--- src/logic/rtk_cfg.svh ---
// Constants for the RTC trim, key and pin configuration block.
// Included by the design and testbench files by bare name.
`ifndef RTK_CFG_SVH
`define RTK_CFG_SVH

// Special function register addresses
`define RTK_ADR_TIMER_CFG 8'hA1
`define RTK_ADR_FRAC      8'hA2
`define RTK_ADR_SEC       8'hA3
`define RTK_ADR_MIN       8'hA4
`define RTK_ADR_HOUR      8'hA5
`define RTK_ADR_INTERVAL  8'hA6
`define RTK_ADR_KEY       8'hC1
`define RTK_ADR_PWR_CTL   8'hC5
`define RTK_ADR_NOM_TRIM  8'hF6
`define RTK_ADR_THERM     8'hF7
`define RTK_ADR_PIN_CFG   8'hFF

// Key values
`define RTK_KEY_PWR       8'hA7
`define RTK_KEY_CNT       8'hEA

// Reset values
`define RTK_RST_BYTE      8'h00
`define RTK_RST_TIMER_CFG 8'h01

// Field positions
`define RTK_CAL_EN_BIT    7
`define RTK_FSEL_MSB      6
`define RTK_FSEL_LSB      5
`define RTK_IRQ1_MSB      3
`define RTK_IRQ1_LSB      1
`define RTK_IRQ0_BIT      0
`define RTK_PIN_CFG_MASK  8'hEF
`define RTK_TFH_BIT       6

// Counter wrap points
`define RTK_FRAC_MAX      8'h7F
`define RTK_SEC_MAX       8'h3B
`define RTK_MIN_MAX       8'h3B
`define RTK_HOUR24_MAX    8'h17
`define RTK_HOUR256_MAX   8'hFF

// Timebase: prescale step in fast mode, 128 Hz carry bit, output taps
`define RTK_FAST_STEP     15'h007D
`define RTK_TICK128_BIT   8
`define RTK_CAL_1HZ_BIT   14
`define RTK_CAL_512_BIT   5
`define RTK_CAL_500_BIT   12

// Compensation: 2 ppm per LSB, clamp at 248 ppm
`define RTK_PPM_PER_LSB   20'h00002
`define RTK_PPM_FULL      20'hF4240
`define RTK_TRIM_LIMIT    9'h07C

`endif

--- src/logic/rtk_pkg.sv ---
// Types shared by the RTC trim and key block.
// No state; constants live in rtk_cfg.svh.
package rtk_pkg;

  typedef enum logic [2:0] {
    step_skip = 3'b001,
    step_one  = 3'b010,
    step_two  = 3'b100
  } rtk_step_t;

  typedef enum logic [1:0] {
    fsel_1hz   = 2'b00,
    fsel_512hz = 2'b01,
    fsel_500hz = 2'b10,
    fsel_16khz = 2'b11
  } rtk_fsel_t;

endpackage : rtk_pkg

--- src/logic/rtk_trim_if.sv ---
// Carrier between the core register logic and the trim engine.
// Assumes both ends run on the same system clock.
`timescale 1ns/1ns
interface rtk_trim_if;
  import rtk_pkg::*;

  logic [7:0] nominal;
  logic [7:0] thermal;
  logic       xtal_tick;
  rtk_step_t  step;

  modport core (output nominal, output thermal, output xtal_tick, input step);
  modport trim (input nominal, input thermal, input xtal_tick, output step);
endinterface : rtk_trim_if

--- src/logic/rtk_top.sv ---
// RTC trim registers, calibration output, pin config and unlock key.
// Assumes a single-cycle SFR bus from the core on i_clk_sys; the crystal
// and interrupt pins arrive asynchronously and are synchronised here.
`timescale 1ns/1ns
`include "rtk_cfg.svh"
module rtk_top
  import rtk_pkg::*;
(
  // Clock and reset
  input  wire logic       i_clk_sys,
  input  wire logic       i_srst,
  input  wire logic       i_wdt_rst,
  input  wire logic       i_ext_rst,
  // SFR bus
  input  wire logic [7:0] i_sfr_addr,
  input  wire logic [7:0] i_sfr_wdata,
  input  wire logic       i_sfr_wr,
  input  wire logic       i_sfr_rd,
  output logic      [7:0] o_sfr_rdata,
  // Pins
  input  wire logic       i_xtal_32k,
  input  wire logic       i_ext_irq_zero,
  input  wire logic       i_ext_irq_one,
  output logic            o_cal_pin_out,
  output logic            o_cal_pin_oe_n,
  // Pin function and gated interrupts
  output logic            o_ext_irq_zero_req,
  output logic            o_ext_irq_one_req,
  output logic            o_irq1_gpio_sel,
  output logic            o_irq1_battery_ctrl_input_sel,
  // Power control
  output logic      [7:0] o_power_control_reg,
  output logic            o_power_control_wr
);

  rtk_trim_if trim_bus ();

  rtk_trim u_trim (
    .i_clk_sys (i_clk_sys),
    .i_srst    (i_srst),
    .trim_bus  (trim_bus.trim)
  );

  function automatic logic [7:0] wrap_inc(input logic [7:0] v, input logic [7:0] top);
    wrap_inc = (v == top) ? 8'h00 : v + 8'h01;
  endfunction : wrap_inc

  function automatic logic wr_at(input logic [7:0] a);
    wr_at = i_sfr_wr && (i_sfr_addr == a);
  endfunction : wr_at

  // Pin synchronisers
  logic [2:0] xtal_sync_q;
  logic [2:0] xtal_sync_d;
  logic [1:0] irq0_sync_q;
  logic [1:0] irq0_sync_d;
  logic [1:0] irq1_sync_q;
  logic [1:0] irq1_sync_d;

  always_comb begin
    xtal_sync_d = {xtal_sync_q[1:0], i_xtal_32k};
    irq0_sync_d = {irq0_sync_q[0], i_ext_irq_zero};
    irq1_sync_d = {irq1_sync_q[0], i_ext_irq_one};
  end

  always_ff @(posedge i_clk_sys) begin
    if (i_srst) begin
      xtal_sync_q <= 3'h0;
      irq0_sync_q <= 2'h0;
      irq1_sync_q <= 2'h0;
    end else begin
      xtal_sync_q <= xtal_sync_d;
      irq0_sync_q <= irq0_sync_d;
      irq1_sync_q <= irq1_sync_d;
    end
  end

  // Edge taken after the second stage only
  logic xtal_tick;
  assign xtal_tick = xtal_sync_q[1] & ~xtal_sync_q[2];

  // Trim, key, pin and power registers
  logic [7:0] nom_trim_q;
  logic [7:0] nom_trim_d;
  logic [7:0] therm_trim_q;
  logic [7:0] therm_trim_d;
  logic [7:0] key_q;
  logic [7:0] key_d;
  logic [7:0] pin_cfg_q;
  logic [7:0] pin_cfg_d;
  logic [7:0] pwr_q;
  logic [7:0] pwr_d;
  logic       pwr_wr_q;
  logic       pwr_wr_d;
  logic       trim_clr;
  logic       cnt_wr;
  logic       cnt_ok;

  always_comb begin
    trim_clr     = i_wdt_rst | i_ext_rst;
    cnt_wr       = wr_at(`RTK_ADR_FRAC) | wr_at(`RTK_ADR_SEC)
                 | wr_at(`RTK_ADR_MIN)  | wr_at(`RTK_ADR_HOUR);
    cnt_ok       = cnt_wr && (key_q == `RTK_KEY_CNT);
    nom_trim_d   = nom_trim_q;
    therm_trim_d = therm_trim_q;
    key_d        = key_q;
    pin_cfg_d    = pin_cfg_q;
    pwr_d        = pwr_q;
    pwr_wr_d     = 1'b0;
    if (wr_at(`RTK_ADR_NOM_TRIM)) begin
      nom_trim_d = i_sfr_wdata;
    end
    if (wr_at(`RTK_ADR_THERM)) begin
      therm_trim_d = i_sfr_wdata;
    end
    if (trim_clr) begin
      nom_trim_d   = `RTK_RST_BYTE;
      therm_trim_d = `RTK_RST_BYTE;
    end
    if (wr_at(`RTK_ADR_KEY)) begin
      key_d = i_sfr_wdata;
    end
    // A counter write always burns the key, so a stray write cannot reuse it
    if (cnt_wr) begin
      key_d = `RTK_RST_BYTE;
    end
    if (wr_at(`RTK_ADR_PIN_CFG)) begin
      pin_cfg_d = i_sfr_wdata & `RTK_PIN_CFG_MASK;
    end
    if (wr_at(`RTK_ADR_PWR_CTL) && (key_q == `RTK_KEY_PWR)) begin
      pwr_d    = i_sfr_wdata;
      pwr_wr_d = 1'b1;
    end
  end

  always_ff @(posedge i_clk_sys) begin
    if (i_srst) begin
      nom_trim_q   <= `RTK_RST_BYTE;
      therm_trim_q <= `RTK_RST_BYTE;
      key_q        <= `RTK_RST_BYTE;
      pin_cfg_q    <= `RTK_RST_BYTE;
      pwr_q        <= `RTK_RST_BYTE;
      pwr_wr_q     <= 1'b0;
    end else begin
      nom_trim_q   <= nom_trim_d;
      therm_trim_q <= therm_trim_d;
      key_q        <= key_d;
      pin_cfg_q    <= pin_cfg_d;
      pwr_q        <= pwr_d;
      pwr_wr_q     <= pwr_wr_d;
    end
  end

  assign trim_bus.nominal   = nom_trim_q;
  assign trim_bus.thermal   = therm_trim_q;
  assign trim_bus.xtal_tick = xtal_tick;

  // Calibrated timebase
  rtk_fsel_t  fsel;
  logic       fast_mode;
  logic [14:0] pre_q;
  logic [14:0] pre_d;
  logic [14:0] pre_inc;
  logic       half_q;
  logic       half_d;
  logic       tick128;

  always_comb begin
    fsel      = rtk_fsel_t'(pin_cfg_q[`RTK_FSEL_MSB:`RTK_FSEL_LSB]);
    fast_mode = pin_cfg_q[`RTK_FSEL_MSB];
    case (trim_bus.step)
      step_skip: pre_inc = 15'h0000;
      step_one:  pre_inc = fast_mode ? `RTK_FAST_STEP : 15'h0001;
      step_two:  pre_inc = fast_mode ? 15'(`RTK_FAST_STEP * 2) : 15'h0002;
      default:   pre_inc = 15'h0001;
    endcase
    pre_d  = pre_q;
    half_d = half_q;
    if (xtal_tick) begin
      pre_d  = pre_q + pre_inc;
      half_d = half_q ^ (trim_bus.step != step_skip);
    end
    tick128 = (pre_d[14:`RTK_TICK128_BIT] != pre_q[14:`RTK_TICK128_BIT]);
  end

  always_ff @(posedge i_clk_sys) begin
    if (i_srst) begin
      pre_q  <= 15'h0000;
      half_q <= 1'b0;
    end else begin
      pre_q  <= pre_d;
      half_q <= half_d;
    end
  end

  // Config and interval staged, applied on the 128 Hz tick
  logic [7:0] tcfg_q;
  logic [7:0] tcfg_d;
  logic [7:0] tcfg_stg_q;
  logic [7:0] tcfg_stg_d;
  logic       tcfg_pend_q;
  logic       tcfg_pend_d;
  logic [7:0] ival_q;
  logic [7:0] ival_d;
  logic [7:0] ival_stg_q;
  logic [7:0] ival_stg_d;
  logic       ival_pend_q;
  logic       ival_pend_d;

  always_comb begin
    tcfg_d      = tcfg_q;
    tcfg_stg_d  = tcfg_stg_q;
    tcfg_pend_d = tcfg_pend_q;
    ival_d      = ival_q;
    ival_stg_d  = ival_stg_q;
    ival_pend_d = ival_pend_q;
    if (tick128 && tcfg_pend_q) begin
      tcfg_d      = tcfg_stg_q;
      tcfg_pend_d = 1'b0;
    end
    if (tick128 && ival_pend_q) begin
      ival_d      = ival_stg_q;
      ival_pend_d = 1'b0;
    end
    // A fresh write stays pending past the apply in the same cycle, which still takes the older staged value
    if (wr_at(`RTK_ADR_TIMER_CFG)) begin
      tcfg_stg_d  = i_sfr_wdata;
      tcfg_pend_d = 1'b1;
    end
    if (wr_at(`RTK_ADR_INTERVAL)) begin
      ival_stg_d  = i_sfr_wdata;
      ival_pend_d = 1'b1;
    end
  end

  always_ff @(posedge i_clk_sys) begin
    if (i_srst) begin
      tcfg_q      <= `RTK_RST_TIMER_CFG;
      tcfg_stg_q  <= `RTK_RST_TIMER_CFG;
      tcfg_pend_q <= 1'b0;
      ival_q      <= `RTK_RST_BYTE;
      ival_stg_q  <= `RTK_RST_BYTE;
      ival_pend_q <= 1'b0;
    end else begin
      tcfg_q      <= tcfg_d;
      tcfg_stg_q  <= tcfg_stg_d;
      tcfg_pend_q <= tcfg_pend_d;
      ival_q      <= ival_d;
      ival_stg_q  <= ival_stg_d;
      ival_pend_q <= ival_pend_d;
    end
  end

  // Timekeeping counters; only power-on reset clears them
  logic [7:0] frac_tick_tally_q;
  logic [7:0] frac_tick_tally_d;
  logic [7:0] one_hz_tally_q;
  logic [7:0] one_hz_tally_d;
  logic [7:0] min_q;
  logic [7:0] min_d;
  logic [7:0] hour_q;
  logic [7:0] hour_d;
  logic [7:0] hour_top;

  always_comb begin
    hour_top = tcfg_q[`RTK_TFH_BIT] ? `RTK_HOUR24_MAX : `RTK_HOUR256_MAX;
    frac_tick_tally_d = frac_tick_tally_q;
    one_hz_tally_d    = one_hz_tally_q;
    min_d             = min_q;
    hour_d            = hour_q;
    if (tick128) begin
      frac_tick_tally_d = wrap_inc(frac_tick_tally_q, `RTK_FRAC_MAX);
      if (frac_tick_tally_q == `RTK_FRAC_MAX) begin
        one_hz_tally_d = wrap_inc(one_hz_tally_q, `RTK_SEC_MAX);
        if (one_hz_tally_q == `RTK_SEC_MAX) begin
          min_d = wrap_inc(min_q, `RTK_MIN_MAX);
          if (min_q == `RTK_MIN_MAX) begin
            hour_d = wrap_inc(hour_q, hour_top);
          end
        end
      end
    end
    // Software load beats the tick it collides with
    if (cnt_ok && (i_sfr_addr == `RTK_ADR_FRAC)) begin
      frac_tick_tally_d = i_sfr_wdata;
    end
    if (cnt_ok && (i_sfr_addr == `RTK_ADR_SEC)) begin
      one_hz_tally_d = i_sfr_wdata;
    end
    if (cnt_ok && (i_sfr_addr == `RTK_ADR_MIN)) begin
      min_d = i_sfr_wdata;
    end
    if (cnt_ok && (i_sfr_addr == `RTK_ADR_HOUR)) begin
      hour_d = i_sfr_wdata;
    end
  end

  always_ff @(posedge i_clk_sys) begin
    if (i_srst) begin
      frac_tick_tally_q <= `RTK_RST_BYTE;
      one_hz_tally_q    <= `RTK_RST_BYTE;
      min_q             <= `RTK_RST_BYTE;
      hour_q            <= `RTK_RST_BYTE;
    end else begin
      frac_tick_tally_q <= frac_tick_tally_d;
      one_hz_tally_q    <= one_hz_tally_d;
      min_q             <= min_d;
      hour_q            <= hour_d;
    end
  end

  // Output pins and read data
  logic [7:0] rdata_q;
  logic [7:0] rdata_d;
  logic       cal_q;
  logic       cal_d;
  logic       cal_oe_n_q;
  logic       cal_oe_n_d;
  logic       irq0_q;
  logic       irq0_d;
  logic       irq1_q;
  logic       irq1_d;
  logic       gpio_q;
  logic       gpio_d;
  logic       battery_ctrl_input_q;
  logic       battery_ctrl_input_d;
  logic [2:0] irq1_cfg;

  always_comb begin
    irq1_cfg = pin_cfg_q[`RTK_IRQ1_MSB:`RTK_IRQ1_LSB];
    case (fsel)
      fsel_1hz:   cal_d = pre_q[`RTK_CAL_1HZ_BIT];
      fsel_512hz: cal_d = pre_q[`RTK_CAL_512_BIT];
      fsel_500hz: cal_d = pre_q[`RTK_CAL_500_BIT];
      fsel_16khz: cal_d = half_q;
      default:    cal_d = 1'b0;
    endcase
    cal_d      = cal_d & pin_cfg_q[`RTK_CAL_EN_BIT];
    cal_oe_n_d = ~pin_cfg_q[`RTK_CAL_EN_BIT];
    gpio_d     = (irq1_cfg[1:0] == 2'h0);
    battery_ctrl_input_d    = (irq1_cfg[1:0] == 2'h1);
    irq1_d     = (irq1_cfg[2:1] == 2'h3) & irq1_sync_q[1];
    irq0_d     = pin_cfg_q[`RTK_IRQ0_BIT] & irq0_sync_q[1];
    rdata_d    = rdata_q;
    if (i_sfr_rd) begin
      case (i_sfr_addr)
        `RTK_ADR_TIMER_CFG: rdata_d = tcfg_q;
        `RTK_ADR_FRAC:      rdata_d = frac_tick_tally_q;
        `RTK_ADR_SEC:       rdata_d = one_hz_tally_q;
        `RTK_ADR_MIN:       rdata_d = min_q;
        `RTK_ADR_HOUR:      rdata_d = hour_q;
        `RTK_ADR_INTERVAL:  rdata_d = ival_q;
        `RTK_ADR_KEY:       rdata_d = key_q;
        `RTK_ADR_PWR_CTL:   rdata_d = pwr_q;
        `RTK_ADR_NOM_TRIM:  rdata_d = nom_trim_q;
        `RTK_ADR_THERM:     rdata_d = therm_trim_q;
        `RTK_ADR_PIN_CFG:   rdata_d = pin_cfg_q;
        default:            rdata_d = 8'h00;
      endcase
    end
  end

  always_ff @(posedge i_clk_sys) begin
    if (i_srst) begin
      rdata_q    <= 8'h00;
      cal_q      <= 1'b0;
      cal_oe_n_q <= 1'b1;
      irq0_q     <= 1'b0;
      irq1_q     <= 1'b0;
      gpio_q     <= 1'b1;
      battery_ctrl_input_q    <= 1'b0;
    end else begin
      rdata_q    <= rdata_d;
      cal_q      <= cal_d;
      cal_oe_n_q <= cal_oe_n_d;
      irq0_q     <= irq0_d;
      irq1_q     <= irq1_d;
      gpio_q     <= gpio_d;
      battery_ctrl_input_q    <= battery_ctrl_input_d;
    end
  end

  assign o_sfr_rdata         = rdata_q;
  assign o_cal_pin_out       = cal_q;
  assign o_cal_pin_oe_n      = cal_oe_n_q;
  assign o_ext_irq_zero_req  = irq0_q;
  assign o_ext_irq_one_req   = irq1_q;
  assign o_irq1_gpio_sel     = gpio_q;
  assign o_irq1_battery_ctrl_input_sel    = battery_ctrl_input_q;
  assign o_power_control_reg = pwr_q;
  assign o_power_control_wr  = pwr_wr_q;

endmodule : rtk_top

--- src/logic/rtk_trim.sv ---
// Crystal compensation engine: sums both trims and adds or drops ticks.
// Assumes xtal_tick is a one-cycle pulse per crystal period.
`timescale 1ns/1ns
`include "rtk_cfg.svh"
module rtk_trim
  import rtk_pkg::*;
(
  // Clock and reset
  input  wire logic i_clk_sys,
  input  wire logic i_srst,
  // Trim channel
  rtk_trim_if.trim  trim_bus
);

  logic [19:0] ppm_acc_q;
  logic [19:0] ppm_acc_d;
  logic [8:0]  sum;
  logic [8:0]  clamped;
  logic [8:0]  mag;
  logic [19:0] add;
  logic        neg;

  function automatic logic [8:0] sext8(input logic [7:0] v);
    sext8 = {v[7], v};
  endfunction : sext8

  always_comb begin
    sum = sext8(trim_bus.nominal) + sext8(trim_bus.thermal);
    if ($signed(sum) > $signed(`RTK_TRIM_LIMIT)) begin
      clamped = `RTK_TRIM_LIMIT;
    end else if ($signed(sum) < -$signed(`RTK_TRIM_LIMIT)) begin
      clamped = 9'(-`RTK_TRIM_LIMIT);
    end else begin
      clamped = sum;
    end
    neg = clamped[8];
    mag = neg ? 9'(-clamped) : clamped;
    add = 20'(mag) * `RTK_PPM_PER_LSB;
    ppm_acc_d = ppm_acc_q;
    trim_bus.step = step_one;
    if (trim_bus.xtal_tick) begin
      // Accumulate error in ppm; one whole tick is due per million
      if (ppm_acc_q + add >= `RTK_PPM_FULL) begin
        ppm_acc_d = ppm_acc_q + add - `RTK_PPM_FULL;
        trim_bus.step = neg ? step_skip : step_two;
      end else begin
        ppm_acc_d = ppm_acc_q + add;
      end
    end
  end

  always_ff @(posedge i_clk_sys) begin
    if (i_srst) begin
      ppm_acc_q <= 20'h00000;
    end else begin
      ppm_acc_q <= ppm_acc_d;
    end
  end

endmodule : rtk_trim

--- config.mk ---
export PLATFORM = sky130hd
export DESIGN_NAME = rtk_top
export DESIGN_NICKNAME = d
export VERILOG_FILES = /design/src/logic/rtk_pkg.sv /design/src/logic/rtk_trim_if.sv /design/src/logic/rtk_top.sv /design/src/logic/rtk_trim.sv
export VERILOG_INCLUDE_DIRS = /design/src /design/src/logic
export SDC_FILE = /design/constraint.sdc
export NUM_CORES = 1
export LEC_CHECK = 0
export ABC_CLOCK_PERIOD_IN_PS = 8200
export BUFFER_PORTS_ARGS = -buffer_cell sky130_fd_sc_hd__buf_2
export CORE_UTILIZATION = 56
export DETAILED_ROUTE_END_ITERATION = 10
export GPL_TIMING_DRIVEN = 1
export PLACE_DENSITY_LB_ADDON = 0.25
export RECOVER_POWER = 100
export SYNTH_ARGS = -nofsm -noshare
export SYNTH_HDL_FRONTEND = slang
export SYNTH_HIERARCHICAL = 1
export SYNTH_SLANG_ARGS = --single-unit
--- constraint.sdc ---
create_clock -name i_clk_sys -period 8.2 [get_ports i_clk_sys]
set_input_delay 1.23 -clock i_clk_sys [delete_from_list [all_inputs] [get_ports i_clk_sys]]
set_output_delay 1.23 -clock i_clk_sys [all_outputs]
set_load 0.02 [all_outputs]
# [Word level (Yosys, flattened, before mapping)]
# Index checks and enable logic that the tools add are counted.
[totals] regBits=163 elab_cells=155 output_inout_bits=23 in_bits=25
[classes] add_sub_neg=9 n_reduce_logical=38 n_bitwise=11 eq_ne=27 n_lt_le_gt_ge=3 mux=37
[op_table] op="8-bit 2-to-1 mux" count=20
[op_table] op="8-bit equality test, second input constant" count=13
[op_table] op="8-bit case mux with 11 select lines" count=1
[op_table] op="8-bit by 1-bit adder with 8-bit output, second input constant" count=4
[op_table] op="9-bit 2-to-1 mux" count=3
[op_table] op="8-bit case mux with 3 select lines" count=1
[op_table] op="2-bit nonzero test" count=12
[op_table] op="20-bit by 10-bit adder with 20-bit output" count=1
[op_table] op="20-bit >= comparator, second input constant" count=1
[op_table] op="20-bit 2-to-1 mux" count=1
[op_table] op="20-bit subtractor, second input constant" count=1
[op_table] op="1-bit logical AND" count=19
[op_table] op="8-bit by 6-bit equality test with 1-bit output, second input constant" count=2
[op_table] op="15-bit adder" count=1
[op_table] op="15-bit 2-to-1 mux" count=1
[op_table] op="8-bit by 8-bit adder with 9-bit output" count=1
[op_table] op="9-bit by 8-bit greater-than comparator with 1-bit output, second input constant" count=1
[op_table] op="9-bit by 8-bit less-than comparator with 1-bit output, second input constant" count=1
[op_table] op="3-bit 2-to-1 mux" count=3
[op_table] op="9-bit negation" count=1
[op_table] op="8-bit by 7-bit equality test with 1-bit output, second input constant" count=1
[op_table] op="8-bit equality test" count=1
[op_table] op="7-bit 2-to-1 mux" count=1
[op_table] op="7-bit != test" count=1
[op_table] op="other kinds (17)" count=33

# [Longest topological paths before layout]
[logic_depth] word_depth=18 depth_mapped=43 ltp_nobuf=41

# [By module]
# Netlist, hierarchy kept.
[by_module_without_submodules] mod="rtk_top" area_each_um2=7298.2 cells_each=877 n_inst=1 seq_area_each_um2=2862.7
[by_module_without_submodules] mod="rtk_trim" area_each_um2=2613.8 cells_each=342 n_inst=1 seq_area_each_um2=380.4

# [Worst setup path after synthesis]
# No wires, ideal clock.
[synth_timing] path_kind="flip-flop to flip-flop" start="reg nom_trim_q[0]" end="reg hour_q[3]" stages_incl_launch_ff=41 t_arrival_ns=8.133 synth_period_minus_slack_ns=8.224 setup_time_ns=0.091 t_required_ns=8.109 n_path_buf=1 slack_ns=-0.024 cell_sequence="dfxtp_1 ha_1 fa_1 a21o_1 a21oi_1 o21bai_1 a21oi_1 xor2_1 and3_1 nor2_1 nand2_1 ha_1 nor2_1 nand2_1 ha_1 a211oi_1 a21oi_1 o21ai_0 [5 not listed] a2111oi_2 o21ai_1 a21oi_4 o21ai_2 or2_1 nor2_1 nand2b_1 a21o_1 ha_1 inv_1 fa_1 nand2b_1 a211oi_1 a311o_1 buf_2 o211ai_2 or4b_1 a311oi_1"
[synth_via] elab_chain_len=17 word_cells_on_any_way=21 classes_between="4 x add/sub; 3 x order compare; 4 x eq/ne; 8 x mux; 2 x reduce/logical"
[synth_lines] element="start, declared" line="rtk_top.sv:83" source="logic [7:0] nom_trim_q;"
[synth_lines] element="start signal, assigned" line="rtk_top.sv:138" source="nom_trim_q <= `RTK_RST_BYTE;"
[synth_lines] element="start signal, assigned" line="rtk_top.sv:145" source="nom_trim_q <= nom_trim_d;"
[synth_lines] element="8-bit by 8-bit adder with 9-bit output *" line="rtk_trim.sv:28" source="sum = sext8(trim_bus.nominal) + sext8(trim_bus.thermal);"
[synth_lines] element="9-bit by 8-bit less-than comparator with 1-bit output" line="rtk_trim.sv:31" source="end else if ($signed(sum) < -$signed(`RTK_TRIM_LIMIT)) begin"
[synth_lines] element="9-bit 2-to-1 mux" line="rtk_trim.sv:31"
[synth_lines] element="9-bit 2-to-1 mux *" line="rtk_trim.sv:29" source="if ($signed(sum) > $signed(`RTK_TRIM_LIMIT)) begin"
[synth_lines] element="9-bit negation" line="rtk_trim.sv:37" source="mag = neg ? 9'(-clamped) : clamped;"
[synth_lines] element="9-bit 2-to-1 mux *" line="rtk_trim.sv:37"
[synth_lines] element="20-bit by 10-bit adder with 20-bit output *" line="rtk_trim.sv:43" source="if (ppm_acc_q + add >= `RTK_PPM_FULL) begin"
[synth_lines] element="20-bit >= comparator (no line) *"
[synth_lines] element="[2 not listed]"
[synth_lines] element="net trim_bus.step[1]" line="rtk_trim_if.sv:10" source="rtk_step_t step;"
[synth_lines] element="3-bit equality test, or another cell as far along" line="rtk_top.sv:171" source="case (trim_bus.step)"
[synth_lines] element="8-bit case mux with 3 select lines *" line="rtk_top.sv:171"
[synth_lines] element="15-bit adder *" line="rtk_top.sv:180" source="pre_d = pre_q + pre_inc;"
[synth_lines] element="15-bit 2-to-1 mux *" line="rtk_top.sv:179" source="if (xtal_tick) begin"
[synth_lines] element="7-bit != test *" line="rtk_top.sv:183" source="tick128 = (pre_d[14:`RTK_TICK128_BIT] != pre_q[14:`RTK_TICK128_BIT]);"
[synth_lines] element="2-bit nonzero test (no line) *"
[synth_lines] element="4-bit AND reduction (no line) *"
[synth_lines] element="end signal, assigned" line="rtk_top.sv:303" source="hour_q <= `RTK_RST_BYTE;"
[synth_lines] element="end signal, assigned" line="rtk_top.sv:308" source="hour_q <= hour_d;"
[synth_lines] element="end, declared" line="rtk_top.sv:261" source="logic [7:0] hour_q;"
# The timed path passes the listed nets; every way through them passes the cells marked *.
# A chain may end at the register's enable or synchronous reset.

# [Final worst setup path]
[layout_timing] start="reg nom_trim_q[0]" end="reg hour_q[4]"
# The elaborated chain is that of the path after synthesis.

==> impl_metrics.tcl <==
set metrics [dict create \
    status "complete, but fails checks" \
    violations "max-capacitance violations, max-slew violations" \
    antenna_found_initial 0 \
    dr.first_iter.drc_count 992 \
    reg_top3 "u_trim/ppm_acc_q: 19 flops, pre_q: 15 flops" \
    path_buf_inv 3 \
    syn_area_per_cell_um2 8.13 \
    io_buffers 47 \
    synthTopCellsByCount "162 x dfxtp_1, 155 x nor2_1, 89 x nand2_1" \
    yosys-top-cells-area "dfxtp_1 33%, mux2i_1 6.0%, nor2_1 5.9%" \
    rr_worst_depth 40 \
    powerDensity_nw_per_um2 147 \
    die_w_um 135 \
    cts-root-buf "clkbuf_16" \
    hold_depth 1 \
    finalHoldViolCount 0 \
    slew_headroom -0.0777 \
    nFillCells 1398 \
    largest_reg_flops 19 \
    p_leak_nw 4.17 \
    worstHoldEndpoint "xtal_sync_q[1]$_SDFF_PP0_" \
    cts.clk_slew.worst_paths_ns 0.07 \
    endpoint_kind "register" \
    grt-ovfl-total 0 \
    pre_cts_slack_ns -0.292 \
    ys_seq_area_frac 0.327 \
    setup_viol 0 \
    cpPeakStageDelay_ns 0.36 \
    cts_hold_buf 0 \
    grt_pass1_wl_mm 46.2 \
    critPathLaunchType "register" \
    n_antenna_cell 0 \
    wl_mm 29.8 \
    grtUsageTotal 0.323 \
    drtAntennaViolNets 0 \
    cp_data_required_time_ns 8.54 \
    utilization 0.669 \
    numCtsBuffers 17 \
    drtPass1Iterations 6 \
    die_h_um 135 \
    clock_path_buffers 2 \
    grt_pass1_vias 8815 \
    cp.arrival_ns 8.22 \
    drv_cap 2 \
    die-area_um2 18200 \
    num_vias 9821 \
    hp-start "xtal_sync_q[0]$_SDFF_PP0_" \
    fin_crit_ns 7.88 \
    synth_top_area_cell "dfxtp_1" \
    cts_tree "built" \
    fp-row-count 48 \
    drive_gt1_frac 0.168 \
    ys_ff_latch 162 \
    drcViolationCount 0 \
    top_register "u_trim/ppm_acc_q" \
    ys_async_sr_fraction 0 \
    placed_cell_area_um2 10600 \
    yosysMostFrequentCell "dfxtp_1" \
    rrSetupSlack_ns 0.32 \
    crit_fanout 9 \
    initial_core_util 0.573 \
    syn2layout_area_growth_pct 16.8 \
    rr_endpoint "hour_q[4]$_SDFFE_PP0P_" \
    place_congestion 0.980 \
    yosysWarnings 6 \
    tns_ns 0 \
    cp_slowest_cell "or3b_1" \
    syn-cell-area_um2 9910 \
    viasPerCell 6.43 \
    max_slew.worst_pin.slew_ns 1.62 \
    grt_max_degree 70 \
    wl_per_cell_um 19.5 \
    period_share 0.961 \
    synth-edff-count 0 \
    fp.coreArea_um2 17300 \
    stdcell_area_um2 11600 \
    timing.rr.start "nom_trim_q[0]$_SDFFE_PP0P_" \
    clock_sinks 162 \
    synth_nets 1275 \
    power.total_w 0.00171 \
    crit_type "reg2reg" \
    skew_ns 0.00811 \
    hp-class "reg2reg" \
    setup_slack_ns 0.319 \
    dp_hpwl_mm 20.3 \
    synth.top_cell.area_share 0.327 \
    synth_ff_type "dfxtp_1" \
    clk_latency_ns 0.43 \
    ir_drop_mv 0.175 \
    syn_inst 1219 \
    nNetsFinal 1345 \
    synth_cell_types 95 \
    crit_top_cell "nand2_1" \
    fmaxAchievable_mhz 127 \
    slew_violations 59 \
    htreeDepth 4 \
    cp_top_family "compound AO/OA/AOI/OAI gates" \
    ios 48 \
]
[per-layer routing]
layer / vias to the layer above / track usage / routed length (µm)
li1: 4630 / - / -
met1: 4641 / 0.440 / 12800
met2: 468 / 0.494 / 13300
met3: 82 / 0.0574 / 2550
met4: 0 / 0.150 / 1200
met5: - / 0 / 0
[final cells by class]
type | instances | area (µm²) | share of cell area
multi-input cells | 953 | 6550 | 0.566
clock inverters | 13 | 138 | 0.0119
well taps | 225 | 282 | 0.0243
inverters | 29 | 109 | 0.00940
clock buffers | 19 | 443 | 0.0383
flip-flops and latches | 162 | 3240 | 0.280
repair buffers | 126 | 810 | 0.0699
[through the flow]
stage          instances  hold slack (ns)
3_5_place_dp        1482            0.427
3_3_place_gp        1482            0.420
4_1_cts             1518            0.443
6_report            1527            0.438
5_1_grt             1527            0.465
2_1_floorplan       1219            0.404
[worst max-delay path by stage]
| stage | from | endpoint | slack (ns) | cells past startpoint |
|---|---|---|---|---|
| after detailed placement | nom_trim_q[0]$_SDFFE_PP0P_ | hour_q[4]$_SDFFE_PP0P_ | -0.29 | 40 |
| after floorplan | nom_trim_q[0]$_SDFFE_PP0P_ | hour_q[3]$_SDFFE_PP0P_ | 0.008 | 40 |
| after global placement | nom_trim_q[0]$_SDFFE_PP0P_ | hour_q[4]$_SDFFE_PP0P_ | 0.01 | 40 |
| after global routing | nom_trim_q[0]$_SDFFE_PP0P_ | ival_q[6]$_SDFFE_PP0P_ | -0.06 | 43 |
| after CTS | nom_trim_q[0]$_SDFFE_PP0P_ | min_q[5]$_SDFFE_PP0P_ | -0.11 | 40 |
| final | nom_trim_q[0]$_SDFFE_PP0P_ | hour_q[4]$_SDFFE_PP0P_ | 0.32 | 40 |
[kinds of logic (layout without fill, tap and decap cells)]
group | after synthesis | count (layout) | synth area share
simple gates | 483 | 483 | 0.244
compound gates | 327 | 327 | 0.234
flops | 162 | 162 | 0.327
buf+inv | 104 | 187 | 0.0424
mux | 69 | 69 | 0.0721
xor+xnor | 43 | 43 | 0.0388
fa+ha+maj | 31 | 31 | 0.0414
[layout by cell type (no fill, tap or decap), types with 24 or more instances in the layout]
cell type | Yosys | routed
a211oi_1 | 31 | 28
nand2_1 | 89 | 89
nor2_1 | 155 | 150
mux2i_1 | 59 | 59
dfxtp_1 | 162 | 162
clkbuf_1 | 60 | 28
inv_1 | 26 | 24
buf_4 | 2 | 74
nand3_1 | 71 | 69
o21ai_0 | 49 | 46
a21oi_1 | 72 | 67
[report_power, final]
group	total, W	internal, W	leakage, nW	switching [W]
logic	0.000111	0.0000359	2.60	0.0000750
registers	0.000801	0.000793	1.31	0.00000812
clock network	0.000795	0.000455	0.267	0.000339
total	0.00171	0.00128	4.17	0.000423
[repair_timing]
| item | CTS | global route |
|---|---|---|
| pin swaps | 2 | 25 |
| buffers inserted | 4 | 9 |
| gates resized for setup | 2 | 60 |
| setup endpoints to repair | 49 | 58 |
(Power assumes the default switching activity.)
